==> config.mk <==
export PLATFORM = sky130hd
export DESIGN_NAME = mtrl_lookup
export DESIGN_NICKNAME = d
export VERILOG_FILES = /design/src/logic/mtrl_pkg.sv /design/src/logic/mtrl_lookup.sv
export SDC_FILE = /design/constraint.sdc
export NUM_CORES = 2
export LEC_CHECK = 0
export ABC_CLOCK_PERIOD_IN_PS = 3700
export BUFFER_PORTS_ARGS = -buffer_cell sky130_fd_sc_hd__buf_2
export CAP_MARGIN = 20
export CORE_MARGIN = 5
export CORE_UTILIZATION = 30
export CTS_CLUSTER_SIZE = 14
export DETAILED_ROUTE_END_ITERATION = 12
export PLACE_DENSITY = 0.42
export RECOVER_POWER = 100
export SYNTH_ARGS = -nofsm -noshare
export SYNTH_HDL_FRONTEND = slang
export SYNTH_SLANG_ARGS = --single-unit
==> constraint.sdc <==
create_clock -name mclk -period 3.7 [get_ports mclk]
set_clock_uncertainty 0.1 [all_clocks]
set_input_delay 0.185 -clock mclk [delete_from_list [all_inputs] [get_ports mclk]]
set_output_delay 0.185 -clock mclk [all_outputs]
set_load 0.03 [all_outputs]
==> src/logic/mtrl_pkg.sv <==
// Constants for the memory type range lookup block
package mtrl_pkg;
    // Register select codes on the model-specific register port
    localparam logic [4:0] REG_CAP = 5'h00; // Read-only capability
    localparam logic [4:0] REG_DEF = 5'h01; // Default type and enables
    localparam logic [4:0] REG_FIX_FIRST = 5'h02; // First of eleven fixed registers
    localparam logic [4:0] REG_FIX_LAST = 5'h0c; // Last fixed register
    localparam logic [4:0] REG_VAR_FIRST = 5'h10; // Base 0, mask 0 at +1, base 1 at +2 ...
    localparam logic [4:0] REG_VAR_LAST = 5'h1f;
    localparam int FIX_COUNT = 11;
    localparam int VAR_COUNT = 8;
    // Capability value: eight pairs, fixed ranges, write combining
    localparam logic [63:0] CAP_VALUE = 64'h0000_0000_0000_0508;
    // Default register fields
    localparam int DEF_FE_BIT = 10;
    localparam int DEF_E_BIT = 11;
    localparam logic [63:0] DEF_WRITABLE = 64'h0000_0000_0000_0cff;
    // Variable pair fields
    localparam int MASK_VALID_BIT = 11;
    localparam logic [63:0] BASE_WRITABLE = 64'h0000_000f_ffff_f0ff;
    localparam logic [63:0] MASK_WRITABLE = 64'h0000_000f_ffff_f800;
    // Memory type encodings
    localparam logic [7:0] MT_UNCACHEABLE = 8'h00;
    localparam logic [7:0] MT_WRITE_COMBINING = 8'h01;
    localparam logic [7:0] MT_WRITE_THROUGH = 8'h04;
    localparam logic [7:0] MT_WRITE_PROTECTED = 8'h05;
    localparam logic [7:0] MT_WRITE_BACK = 8'h06;
    // Region boundaries of the first megabyte (address bits 19:16)
    localparam logic [3:0] SEG_16K_START = 4'h8;
    localparam logic [3:0] SEG_4K_START = 4'hc;
endpackage

==> src/logic/mtrl_lookup.sv <==
// Memory type range lookup: range registers and physical address typing
`timescale 1ns/1ps
`default_nettype none
// How it works
// - Capability low byte reports eight variable pairs
// - Capability bits 8, 10 read one
// - Capability reserved bits; any write faults
// - Capability always reads constant 508H
// - Default type accepts 0,1,4,5,6 only
// - Global enable clear makes everything uncacheable
// - Unmatched addresses take the default type
// - Fixed enable on; fixed beats variable
// - Fixed enable matters only under global enable
// - Nonzero reserved default bits raise fault
// - Eleven fixed registers, eight byte fields each
// - First fixed register: eight 64K sub-ranges
// - Two registers: sixteen 16K sub-ranges
// - Eight registers: sixty-four 4K sub-ranges
// - Eight variable base/mask pairs
// - Base holds type and 4K-aligned base
// - Hit when address&mask equals base&mask
// - Mask bit 11 validates the pair
// - Reserved base/mask bit writes fault
// - Uncacheable overlap resolves to uncacheable
// - Enabled fixed range overrides variable range
// - Mask-gap addresses take the pair's type
// - Type codes 00,01,04,05,06; rest reserved
// - Write-through with write-back gives write-through
// - Reset clears valid flags and global enable
module mtrl_lookup
    import mtrl_pkg::*;
#(
    parameter int PA_WIDTH = 36 // Physical address width
)(
    input wire logic mclk, // Core clock
    input wire logic resetn, // Asynchronous reset, active low
    input wire logic reg_rd, // Register read strobe
    input wire logic reg_wr, // Register write strobe
    input wire logic [4:0] reg_sel, // Register select
    input wire logic [63:0] reg_wdata, // Write data
    output logic [63:0] reg_rdata, // Read data, registered
    output logic reg_ack, // Access done, one cycle after strobe
    output logic protection_fault, // Access refused, pulse with ack
    input wire logic lookup_req, // Address valid
    input wire logic [PA_WIDTH-1:0] lookup_addr, // Physical address
    output logic [7:0] lookup_type, // Resolved memory type, registered
    output logic lookup_valid // Result valid, one cycle after req
);
    import mtrl_pkg::*;

    // Register storage
    logic [63:0] def_q; // Default type control
    logic [63:0] fix_q [FIX_COUNT]; // Fixed-range type registers
    logic [63:0] base_q [VAR_COUNT]; // Variable range bases
    logic [63:0] mask_q [VAR_COUNT]; // Variable range masks
    // Answer and lookup result registers
    logic [63:0] reg_rdata_q;
    logic reg_ack_q;
    logic fault_q;
    logic [7:0] lookup_type_q;
    logic lookup_valid_q;

    // Access decode
    wire sel_cap = (reg_sel == REG_CAP);
    wire sel_def = (reg_sel == REG_DEF);
    wire sel_fix = (reg_sel >= REG_FIX_FIRST) && (reg_sel <= REG_FIX_LAST);
    wire sel_var = (reg_sel >= REG_VAR_FIRST);
    wire [3:0] fix_idx = 4'(reg_sel - REG_FIX_FIRST);
    wire [2:0] var_idx = reg_sel[3:1];
    wire var_is_mask = reg_sel[0];
    wire sel_none = !(sel_cap || sel_def || sel_fix || sel_var);

    // Legal type check, reserved codes refused
    function automatic logic type_ok(input logic [7:0] t);
        type_ok = (t == MT_UNCACHEABLE) || (t == MT_WRITE_COMBINING) ||
                  (t == MT_WRITE_THROUGH) || (t == MT_WRITE_PROTECTED) ||
                  (t == MT_WRITE_BACK);
    endfunction

    // Every byte lane of a fixed register must hold a legal code
    logic fix_types_ok;
    always_comb
    begin
        fix_types_ok = 1'b1;
        for (int b = 0; b < 8; b++)
            fix_types_ok = fix_types_ok && type_ok(reg_wdata[b*8 +: 8]);
    end

    // Write fault causes
    wire def_bad = |(reg_wdata & ~DEF_WRITABLE) || !type_ok(reg_wdata[7:0]);
    wire var_bad = var_is_mask ? |(reg_wdata & ~MASK_WRITABLE)
                 : (|(reg_wdata & ~BASE_WRITABLE) || !type_ok(reg_wdata[7:0]));
    wire wr_fault = reg_wr && (sel_cap || sel_none || (sel_def && def_bad) ||
                    (sel_fix && !fix_types_ok) || (sel_var && var_bad));
    wire rd_fault = reg_rd && !reg_wr && sel_none;
    wire wr_ok = reg_wr && !wr_fault;

    // Read mux
    logic [63:0] rd_mux;
    always_comb
    begin
        rd_mux = 64'h0;
        if (sel_cap)
            rd_mux = CAP_VALUE;
        else if (sel_def)
            rd_mux = def_q;
        else if (sel_fix)
            rd_mux = fix_q[fix_idx];
        else if (sel_var)
            rd_mux = var_is_mask ? mask_q[var_idx] : base_q[var_idx];
    end

    // Default register; enables cleared at reset, type bits also zeroed
    always_ff @(posedge mclk or negedge resetn)
    begin
        if (!resetn)
            def_q <= 64'h0;
        else if (wr_ok && sel_def)
            def_q <= reg_wdata;
    end

    // Fixed registers: reset to zero for determinism
    genvar gf;
    generate
        for (gf = 0; gf < FIX_COUNT; gf++)
        begin : g_fix
            always_ff @(posedge mclk or negedge resetn)
            begin
                if (!resetn)
                    fix_q[gf] <= 64'h0;
                else if (wr_ok && sel_fix && (fix_idx == 4'(gf)))
                    fix_q[gf] <= reg_wdata;
            end
        end
    endgenerate

    // Variable pairs; valid flag cleared at reset
    genvar gv;
    generate
        for (gv = 0; gv < VAR_COUNT; gv++)
        begin : g_var
            always_ff @(posedge mclk or negedge resetn)
            begin
                if (!resetn)
                begin
                    base_q[gv] <= 64'h0;
                    mask_q[gv] <= 64'h0;
                end
                else if (wr_ok && sel_var && (var_idx == 3'(gv)))
                begin
                    if (var_is_mask)
                        mask_q[gv] <= reg_wdata;
                    else
                        base_q[gv] <= reg_wdata;
                end
            end
        end
    endgenerate

    // Register port answer
    always_ff @(posedge mclk or negedge resetn)
    begin
        if (!resetn)
        begin
            reg_rdata_q <= 64'h0;
            reg_ack_q <= 1'b0;
            fault_q <= 1'b0;
        end
        else
        begin
            reg_ack_q <= reg_rd || reg_wr;
            fault_q <= wr_fault || rd_fault;
            // Zero after writes and refusals, so a stale word never looks valid
            reg_rdata_q <= (reg_rd && !reg_wr && !sel_none) ? rd_mux : 64'h0;
        end
    end

    // Fixed-range selection by address
    // Upper address bits only gate the hit; bits 19:12 pick register and lane
    wire global_en = def_q[DEF_E_BIT];
    wire fixed_en = def_q[DEF_FE_BIT];
    wire below_1m = ~|lookup_addr[PA_WIDTH-1:20];
    wire [3:0] a_seg = lookup_addr[19:16];
    logic [3:0] fix_reg;
    logic [2:0] fix_lane;
    always_comb
    begin
        if (a_seg < SEG_16K_START)
        begin
            fix_reg = 4'd0;
            fix_lane = lookup_addr[18:16];
        end
        else if (a_seg < SEG_4K_START)
        begin
            fix_reg = 4'd1 + {3'd0, lookup_addr[17]};
            fix_lane = lookup_addr[16:14];
        end
        else
        begin
            fix_reg = 4'd3 + {1'b0, lookup_addr[17:15]};
            fix_lane = lookup_addr[14:12];
        end
    end
    wire [63:0] fix_word = fix_q[fix_reg];
    wire [7:0] fix_type = fix_word[{fix_lane, 3'b000} +: 8];
    wire fix_hit = global_en && fixed_en && below_1m;

    // Variable range matching
    // Gapped masks are not refused; they simply match more addresses
    logic [VAR_COUNT-1:0] pair_valid; // Valid flag of each pair
    logic [VAR_COUNT-1:0] var_hit;
    genvar gm;
    generate
        for (gm = 0; gm < VAR_COUNT; gm++)
        begin : g_match
            wire [PA_WIDTH-1:0] m = {mask_q[gm][PA_WIDTH-1:12], 12'h000};
            wire [PA_WIDTH-1:0] b = {base_q[gm][PA_WIDTH-1:12], 12'h000};
            assign pair_valid[gm] = mask_q[gm][MASK_VALID_BIT];
            assign var_hit[gm] = pair_valid[gm] &&
                                 ((lookup_addr & m) == (b & m));
        end
    endgenerate

    // Overlap resolution: uncacheable first, then write-through over write-back
    // Undefined mixes take the lowest-index hit; cheaper than a fault path
    logic any_var;
    logic any_uc;
    logic any_wt;
    logic [7:0] first_type;
    always_comb
    begin
        any_var = 1'b0;
        any_uc = 1'b0;
        any_wt = 1'b0;
        first_type = MT_UNCACHEABLE;
        for (int i = VAR_COUNT - 1; i >= 0; i--)
        begin
            if (var_hit[i])
            begin
                any_var = 1'b1;
                first_type = base_q[i][7:0];
                if (base_q[i][7:0] == MT_UNCACHEABLE)
                    any_uc = 1'b1;
                if (base_q[i][7:0] == MT_WRITE_THROUGH)
                    any_wt = 1'b1;
            end
        end
    end

    // Final type priority
    logic [7:0] type_d;
    always_comb
    begin
        if (!global_en)
            type_d = MT_UNCACHEABLE;
        else if (fix_hit)
            type_d = fix_type;
        else if (any_uc)
            type_d = MT_UNCACHEABLE;
        else if (any_wt)
            type_d = MT_WRITE_THROUGH;
        else if (any_var)
            type_d = first_type;
        else
            type_d = def_q[7:0];
    end

    // Lookup result register
    always_ff @(posedge mclk or negedge resetn)
    begin
        if (!resetn)
        begin
            lookup_type_q <= MT_UNCACHEABLE;
            lookup_valid_q <= 1'b0;
        end
        else
        begin
            lookup_valid_q <= lookup_req;
            lookup_type_q <= type_d;
        end
    end

    assign reg_rdata = reg_rdata_q;
    assign reg_ack = reg_ack_q;
    assign protection_fault = fault_q;
    assign lookup_type = lookup_type_q;
    assign lookup_valid = lookup_valid_q;
endmodule
`default_nettype wire

After elaboration in Yosys (flattened, before gate mapping) --
Cells that the tools add are included.
Storage, ports and cells: register bits after elaboration 1867, bits in latches 0, memory bits (writable) 0, ROM bits 0, word-level logic and storage cells 343, memories 0
Cells by class: $add $sub $neg 3, multipliers 0, divide/modulo/power cells 0, order comparisons 8, eq/ne operators 66, shift operators 1, mux-type cells 76, bitwise logic cells 20, reduce and logical (&&, ||, !) cells 136
Operator list (count):
- 2-to-1 mux 64 bit | 14
- bitwise AND 36 bit | 16
- binary-select mux 64 bit (select 4 bit) | 2
- binary-select mux 64 bit (select 3 bit) | 2
- equality test 36 bit | 8
- equality test 8 x 3 -> 1 bit, second input constant | 32
- zero test 8 bit | 16
- 2-to-1 mux 8 bit | 13
- equality test 8 x 1 -> 1 bit, second input constant | 8
- variable part select 64 x 7 -> 8 bit | 1
- OR reduction 54 bit | 1
- logical AND 1 bit | 48
- logical OR 1 bit | 43
- 2-to-1 mux 1 bit | 41
- OR reduction 39 bit | 1
- AND reduction 2 bit | 16
- OR reduction 32 bit | 1
- equality test 4 x 3 -> 1 bit, second input constant | 4
- OR reduction 16 bit | 1
- greater-or-equal comparator 5 bit, second input constant | 3
- equality test 3 bit, second input constant | 4
- equality test 4 bit, second input constant | 3
- NOT 4 -> 5 bit | 2
- equality test 4 x 2 -> 1 bit, second input constant | 2
- other kinds (19) | 28

Logic depth before layout (Yosys ltp) --
word-level depth 22, depth in mapped cells 18, depth with buffers taken out 11

Worst setup path before layout --
OpenSTA, ideal clock, no wires.
kind input to register, start input port reg_sel[2], end register fix_q[273] (netlist bit), data arrival time 3.713 ns, data required time 3.472 ns, path slack -0.241 ns, cell stages on the path 16, buffers on the path 6, cells stage by stage clkbuf_1 clkbuf_1 clkbuf_1 clkbuf_1 inv_1 ha_1 mux2i_1 nor2_1 o21ai_0 o311a_1 o211ai_2 or4_1 buf_2 nor3_4 buf_6 mux2_1
Between the ends: longest elaborated chain between the ends 14
RTL lines:
- start, declared | RTL line mtrl_lookup.sv:39 | input wire logic [4:0] reg_sel,
- greater-or-equal comparator 5 x 2 -> 1 bit, or another cell as far along | RTL line mtrl_lookup.sv:66 | wire sel_fix = (reg_sel >= REG_FIX_FIRST) && (reg_sel <= REG_FIX_LAST);
- logical AND 1 bit / logical OR 1 bit (equally long branches) | RTL line mtrl_lookup.sv:66, mtrl_lookup.sv:71
- logical OR 1 bit (2 in series) | RTL line mtrl_lookup.sv:71 | wire sel_none = !(sel_cap || sel_def || sel_fix || sel_var);
- zero test 1 bit | RTL line mtrl_lookup.sv:71
- logical OR 1 bit (3 in series) | RTL line mtrl_lookup.sv:93 | wire wr_fault = reg_wr && (sel_cap || sel_none || (sel_def && def_bad) ||
- logical OR 1 bit | RTL line mtrl_lookup.sv:94 | (sel_fix && !fix_types_ok) || (sel_var && var_bad));
- logical AND 1 bit | RTL line mtrl_lookup.sv:93
- zero test 1 bit | RTL line mtrl_lookup.sv:96 | wire wr_ok = reg_wr && !wr_fault;
- logical AND 1 bit | RTL line mtrl_lookup.sv:96
- logical AND 1 bit | RTL line mtrl_lookup.sv:131 | else if (wr_ok && sel_fix && (fix_idx == 4'(gf)))
- logical AND 1 bit (*) | RTL line mtrl_lookup.sv:131
- end signal, assigned by index | RTL line mtrl_lookup.sv:132 | fix_q[gf] <= reg_wdata;
- end, declared | RTL line mtrl_lookup.sv:53 | logic [63:0] fix_q [FIX_COUNT];
Mark *: on every way between the ends. The rest lies on a longest branch, timed or not. A chain may end at the register's enable or synchronous reset.

Final worst setup path --
start input port reg_sel[1], end register reg_rdata_q[33] (netlist: reg_rdata[33])
Between the ends: longest elaborated chain between the ends 10
RTL lines:
- parallel branches: the longest is 9 deep, another holds subtractor 4 x 2 -> 4 bit
- 2-to-1 mux 64 bit (*) | RTL line mtrl_lookup.sv:174 | reg_rdata_q <= (reg_rd && !reg_wr && !sel_none) ? rd_mux : 64'h0;
- end signal, assigned | RTL line mtrl_lookup.sv:174
- end, declared | RTL line mtrl_lookup.sv:57 | logic [63:0] reg_rdata_q;
Every way passes the cells marked *. The select of a mux whose other input is x is not followed.

==> implementation parameters <==
Parameter                              Value

STA
  Post-layout min period    3.711 ns
  Slew margin rel.    -28.02%
  Setup repair after global routing missed its margin    no
  Max Transition Viols Final    886
  Transition time of the tightest slew-check pin    1.920 ns
  Fin Setup TNS    -0.01123 ns
  Portion of the clock cycle consumed by the worst path in the final layout    100.3%
  FMAX    0.2695 GHz
  Setup Viol. Count Final    1
  Final WS setup    -0.01123 ns
  Final hold vios    0

Routing
  Number of DRC violations after detailed routing    0
  Post-route ant nets    0
  Drt via density    5.304
  Wire per inst    30.33 um
  DRC marker count from the first detailed-route iteration    5126
  Count of vias placed by the detailed router    62010
  Number of detailed-route iterations in the first pass    5
  Detailed-route wire length    354.6 mm

Synth
  Syn Inst Count    7056
  Proportion of synthesized chip area in sequential cells    52.95%
  Synthesis-stage register bit count    1867
  Net count after synthesis    7172
  Yosys synthesis warning count    0
  Share of the synthesized area in compound gates (AO/OA/AOI/OAI)    6.140%
  Area of the mapped netlist    0.08824 mm^2
  Multiplexer fraction of the synthesized cell area    21.99%
  Synthesized-area fraction occupied by adder cells    0.08508%
  Post-synth cell types    76
  Post-synth top area cell    sky130_fd_sc_hd__dfrtp_1
  Combinational family with the most area after synthesis    multiplexers
  Simple logic cell fraction of the synthesized area    14.07%
  Leading register cell type out of synthesis    sky130_fd_sc_hd__dfrtp_1
  EDFF count, synth    0
  Area share of the largest cell type after synthesis    52.95%
  Synthesized-area fraction occupied by xor and xnor cells    1.926%
  Async set or reset register ratio after synthesis    100.0%
  Ranking of synthesized cells by area    sky130_fd_sc_hd__dfrtp_1 (53%), sky130_fd_sc_hd__mux4_2 (11%), sky130_fd_sc_hd__mux2_2 (8.5%)
  Synthesized area divided by synthesized cell count    12.51 um^2

Power
  PD cells    456.0 mW/mm^2
  Relative contribution of the clock network to total power    46.0%
  Max rail drop VDD    404.3 uV
  Register share of total power    44.2%
  Net Sw Power    12750 uW
  Switching power as a share of total power    26.45%
  Static leakage    0.04954 uW
  Internal power contribution    35460 uW
  Proportion of power drawn by combinational gates    9.8%

Worst setup path
  Startpoint type of the worst setup path    primary input
  Kind of cell adding the most delay to the critical path    buffers and inverters
  Required time at the worst-slack endpoint    4.40 ns
  Maximum fanout count along the critical path    36
  Delay of the slowest cell on the worst path    0.98 ns
  Most numerous cell on the critical path    sky130_fd_sc_hd__buf_4
  WP buf/inv    6
  Endpoint kind of the worst setup timing path    register
  Crit-path cells    buf_8, inv_2, ha_1, xor2_4, buf_12, clkbuf_2, nor2_1, buf_4, nand2_1, o21ai_0, a221oi_1, buf_4, nor3_1
  CP Data Arrival Time    4.41 ns
  Total number of cells along the worst setup path    13
  Number of cells on the worst reg-to-reg path    15
  Critical path type    primary input to register
  Slowest CP cell    sky130_fd_sc_hd__a221oi_1

Layout
  Filler-free cell count of the finished design    11690
  Area growth, synth to finish    19.81%
  Fraction of final layout cells with drive strength greater than 1    28.55%
  Final design area excluding fillers    0.1057 mm^2
  Commonest non-fill, non-tap cells in the layout    sky130_fd_sc_hd__dfrtp_1 (1867), sky130_fd_sc_hd__nor2b_1 (844), sky130_fd_sc_hd__mux2_2 (665)
  Most common cell after layout, fill and taps aside    sky130_fd_sc_hd__dfrtp_1
  Layout Nets    7692

Clocking
  Htree depth    4
  TritonCTS clock tree    done
  Num CTS Buffers    221
  CTS root buffer    sky130_fd_sc_hd__clkbuf_16
  Sink count of the clock tree    1867
  Clock edge transition at the registers on the reported setup and hold paths    0.06 ns
  Maximum clock path buffer count    4
  Later-pin clock latency in the skew report    0.93 ns

Floorplanning
  Count of standard-cell rows    199
  Horizontal die dimension    552.3 um
  Initial standard-cell utilization of the core    30.09%
  I/O pin count    185
  Area of the die    0.3051 mm^2
  Die Y-Extent    552.3 um
  Total core area    0.2933 mm^2

Placement
  Setup slack after placement    -0.6607 ns
  Post-placement cell count    11220
  Post-DP HPWL    245.5 mm
  Final Wtd Congestion    0.9064
  DP Area    0.09894 mm^2
  I/O Buffers    172

Global routing
  Initial antenna violation count    28
  Number of global-route vias before repair    64130
  Tot GR Track Use    22.71%
  Maximum number of pins on one net before global-route repair    156
  Global-route wire length before repair    505.4 mm
  Leftover overflow at the end of global routing    0

Run
  Max cap viols    10

Min path
  Count of cells along the worst hold path    6
  Worst min path class    primary input to register

Outcome
  Outcome    finished with violations
  Violations in the final reports    max-capacitance violations, max-slew violations, negative setup slack
cell type report:
class | instances | area [um^2]
sequential | 1867 | 46720
antenna | 22 | 55.05
inverter | 31 | 116.4
multi-input combinational | 4572 | 39310
tap | 3919 | 4903
clock inverter | 72 | 732.0
timing repair buffer | 883 | 7338
clock buffer | 325 | 6553
fill | 28710 | 187600
per-stage QoR:
step / hold slack [ns] / total power (uW) / util [%]
global placement: 0.04204 / 26410 / 33.73
floorplan: -0.2106 / 23790 / -
global route: 0.09609 / 49870 / 36.04
CTS: 0.02863 / 48880 / 36.40
detailed placement: 0.04487 / 26460 / 33.73
finish: 0.1061 / 48210 / 36.05
registers in the layout, summed over array words and instances, names as in the netlist:
signal / flops
g_match.m: 192
reg_rdata: 64
protection_fault: 1
lookup_type: 8
mask_q: 320
fix_q: 704
base_q: 512
def_q: 64
lookup_valid: 1
reg_ack: 1
logic make-up after synthesis:
family	count (synthesis)
compound gates	763
xor+xnor	194
fa+ha+maj	6
buf+inv	617
flops	1867
mux	1304
simple gates	2305
power groups by stage:
stage | logic, uW | clock network [uW] | registers (uW)
CTS | 4850 | 22700 | 21300
floorplan | 2230 | 0 | 21600
detailed placement | 4780 | 0 | 21700
finish | 4720 | 22200 | 21300
global route | 5000 | 23500 | 21400
global placement | 4760 | 0 | 21700
metal layers:
layer / vias up / track usage (%) / share of wire, %
li1: 26450 / - / -
met1: 33270 / 31.28 / 44
met2: 1791 / 36.45 / 47
met3: 506 / 3.333 / 5.2
met4: 2 / 8.261 / 4.3
met5: - / 0 / 0.0037
worst paths after layout:
path / startpoint / end / slack (ns)
hold / removal: reg_sel[2] / reg_rdata[8] / 0.11
max in group asynchronous: resetn / fix_q[558] / 0.50
min in group asynchronous: resetn / g_match[3].m[26] / 0.99
hold reg to reg: def_q[25] / def_q[25] / 0.38
setup reg to reg: base_q[154] / lookup_type[3] / 0.12
setup / recovery: reg_sel[1] / reg_rdata[33] / -0.01
worst reg2reg max path: cells and delay by family (launching register included):
| family | cells | cell delay (ns) |
|---|---|---|
| AND/OR/NAND/NOR | 4 | 0.90 |
| XOR/XNOR | 1 | 0.20 |
| buffers and inverters | 6 | 1.06 |
| flip-flops | 1 | 0.46 |
| AO/OA/AOI/OAI | 4 | 0.66 |
synthesized netlist by cell type (5+ instances only):
master	number
sky130_fd_sc_hd__dfrtp_1	1867
sky130_fd_sc_hd__nor2b_1	845
sky130_fd_sc_hd__mux2_2	665
sky130_fd_sc_hd__nand2_1	566
sky130_fd_sc_hd__mux4_2	439
sky130_fd_sc_hd__clkbuf_1	402
sky130_fd_sc_hd__and2_1	263
sky130_fd_sc_hd__xor2_1	193
sky130_fd_sc_hd__mux2i_1	180
sky130_fd_sc_hd__nand3_1	163
sky130_fd_sc_hd__nor2_1	158
sky130_fd_sc_hd__o21ai_0	138
sky130_fd_sc_hd__a22oi_1	129
sky130_fd_sc_hd__buf_2	115
sky130_fd_sc_hd__nor3_1	89
sky130_fd_sc_hd__a21oi_1	77
sky130_fd_sc_hd__a221oi_1	74
sky130_fd_sc_hd__and3_1	71
sky130_fd_sc_hd__o211ai_1	63
sky130_fd_sc_hd__buf_1	58
sky130_fd_sc_hd__a211oi_1	56
sky130_fd_sc_hd__a311oi_1	56
sky130_fd_sc_hd__nand4_1	52
sky130_fd_sc_hd__a31oi_1	46
sky130_fd_sc_hd__o221ai_1	45
sky130_fd_sc_hd__nor4_1	35
sky130_fd_sc_hd__inv_1	30
sky130_fd_sc_hd__mux2_1	20
sky130_fd_sc_hd__o22ai_1	17
sky130_fd_sc_hd__or4_1	12
sky130_fd_sc_hd__nand2b_1	10
sky130_fd_sc_hd__buf_4	8
sky130_fd_sc_hd__a21o_1	7
sky130_fd_sc_hd__a22o_1	7
sky130_fd_sc_hd__nand3b_1	7
sky130_fd_sc_hd__o2111ai_1	7
sky130_fd_sc_hd__and4_1	6
sky130_fd_sc_hd__ha_1	6
sky130_fd_sc_hd__nor3_2	6
sky130_fd_sc_hd__a221o_1	5
sky130_fd_sc_hd__or2_2	5
timing repair:
| item | CTS | global route |
|---|---|---|
| gates cloned | 0 | 0 |
| endpoints found under the hold margin | 2413 | 0 |
| buffers inserted | 0 | 0 |
| pin swaps | 0 | 0 |
| hold buffers | 52 | 0 |
| setup endpoints to repair | 1 | 1 |
| gates resized for setup | 1 | 3 |
(Power assumes the default switching activity.)
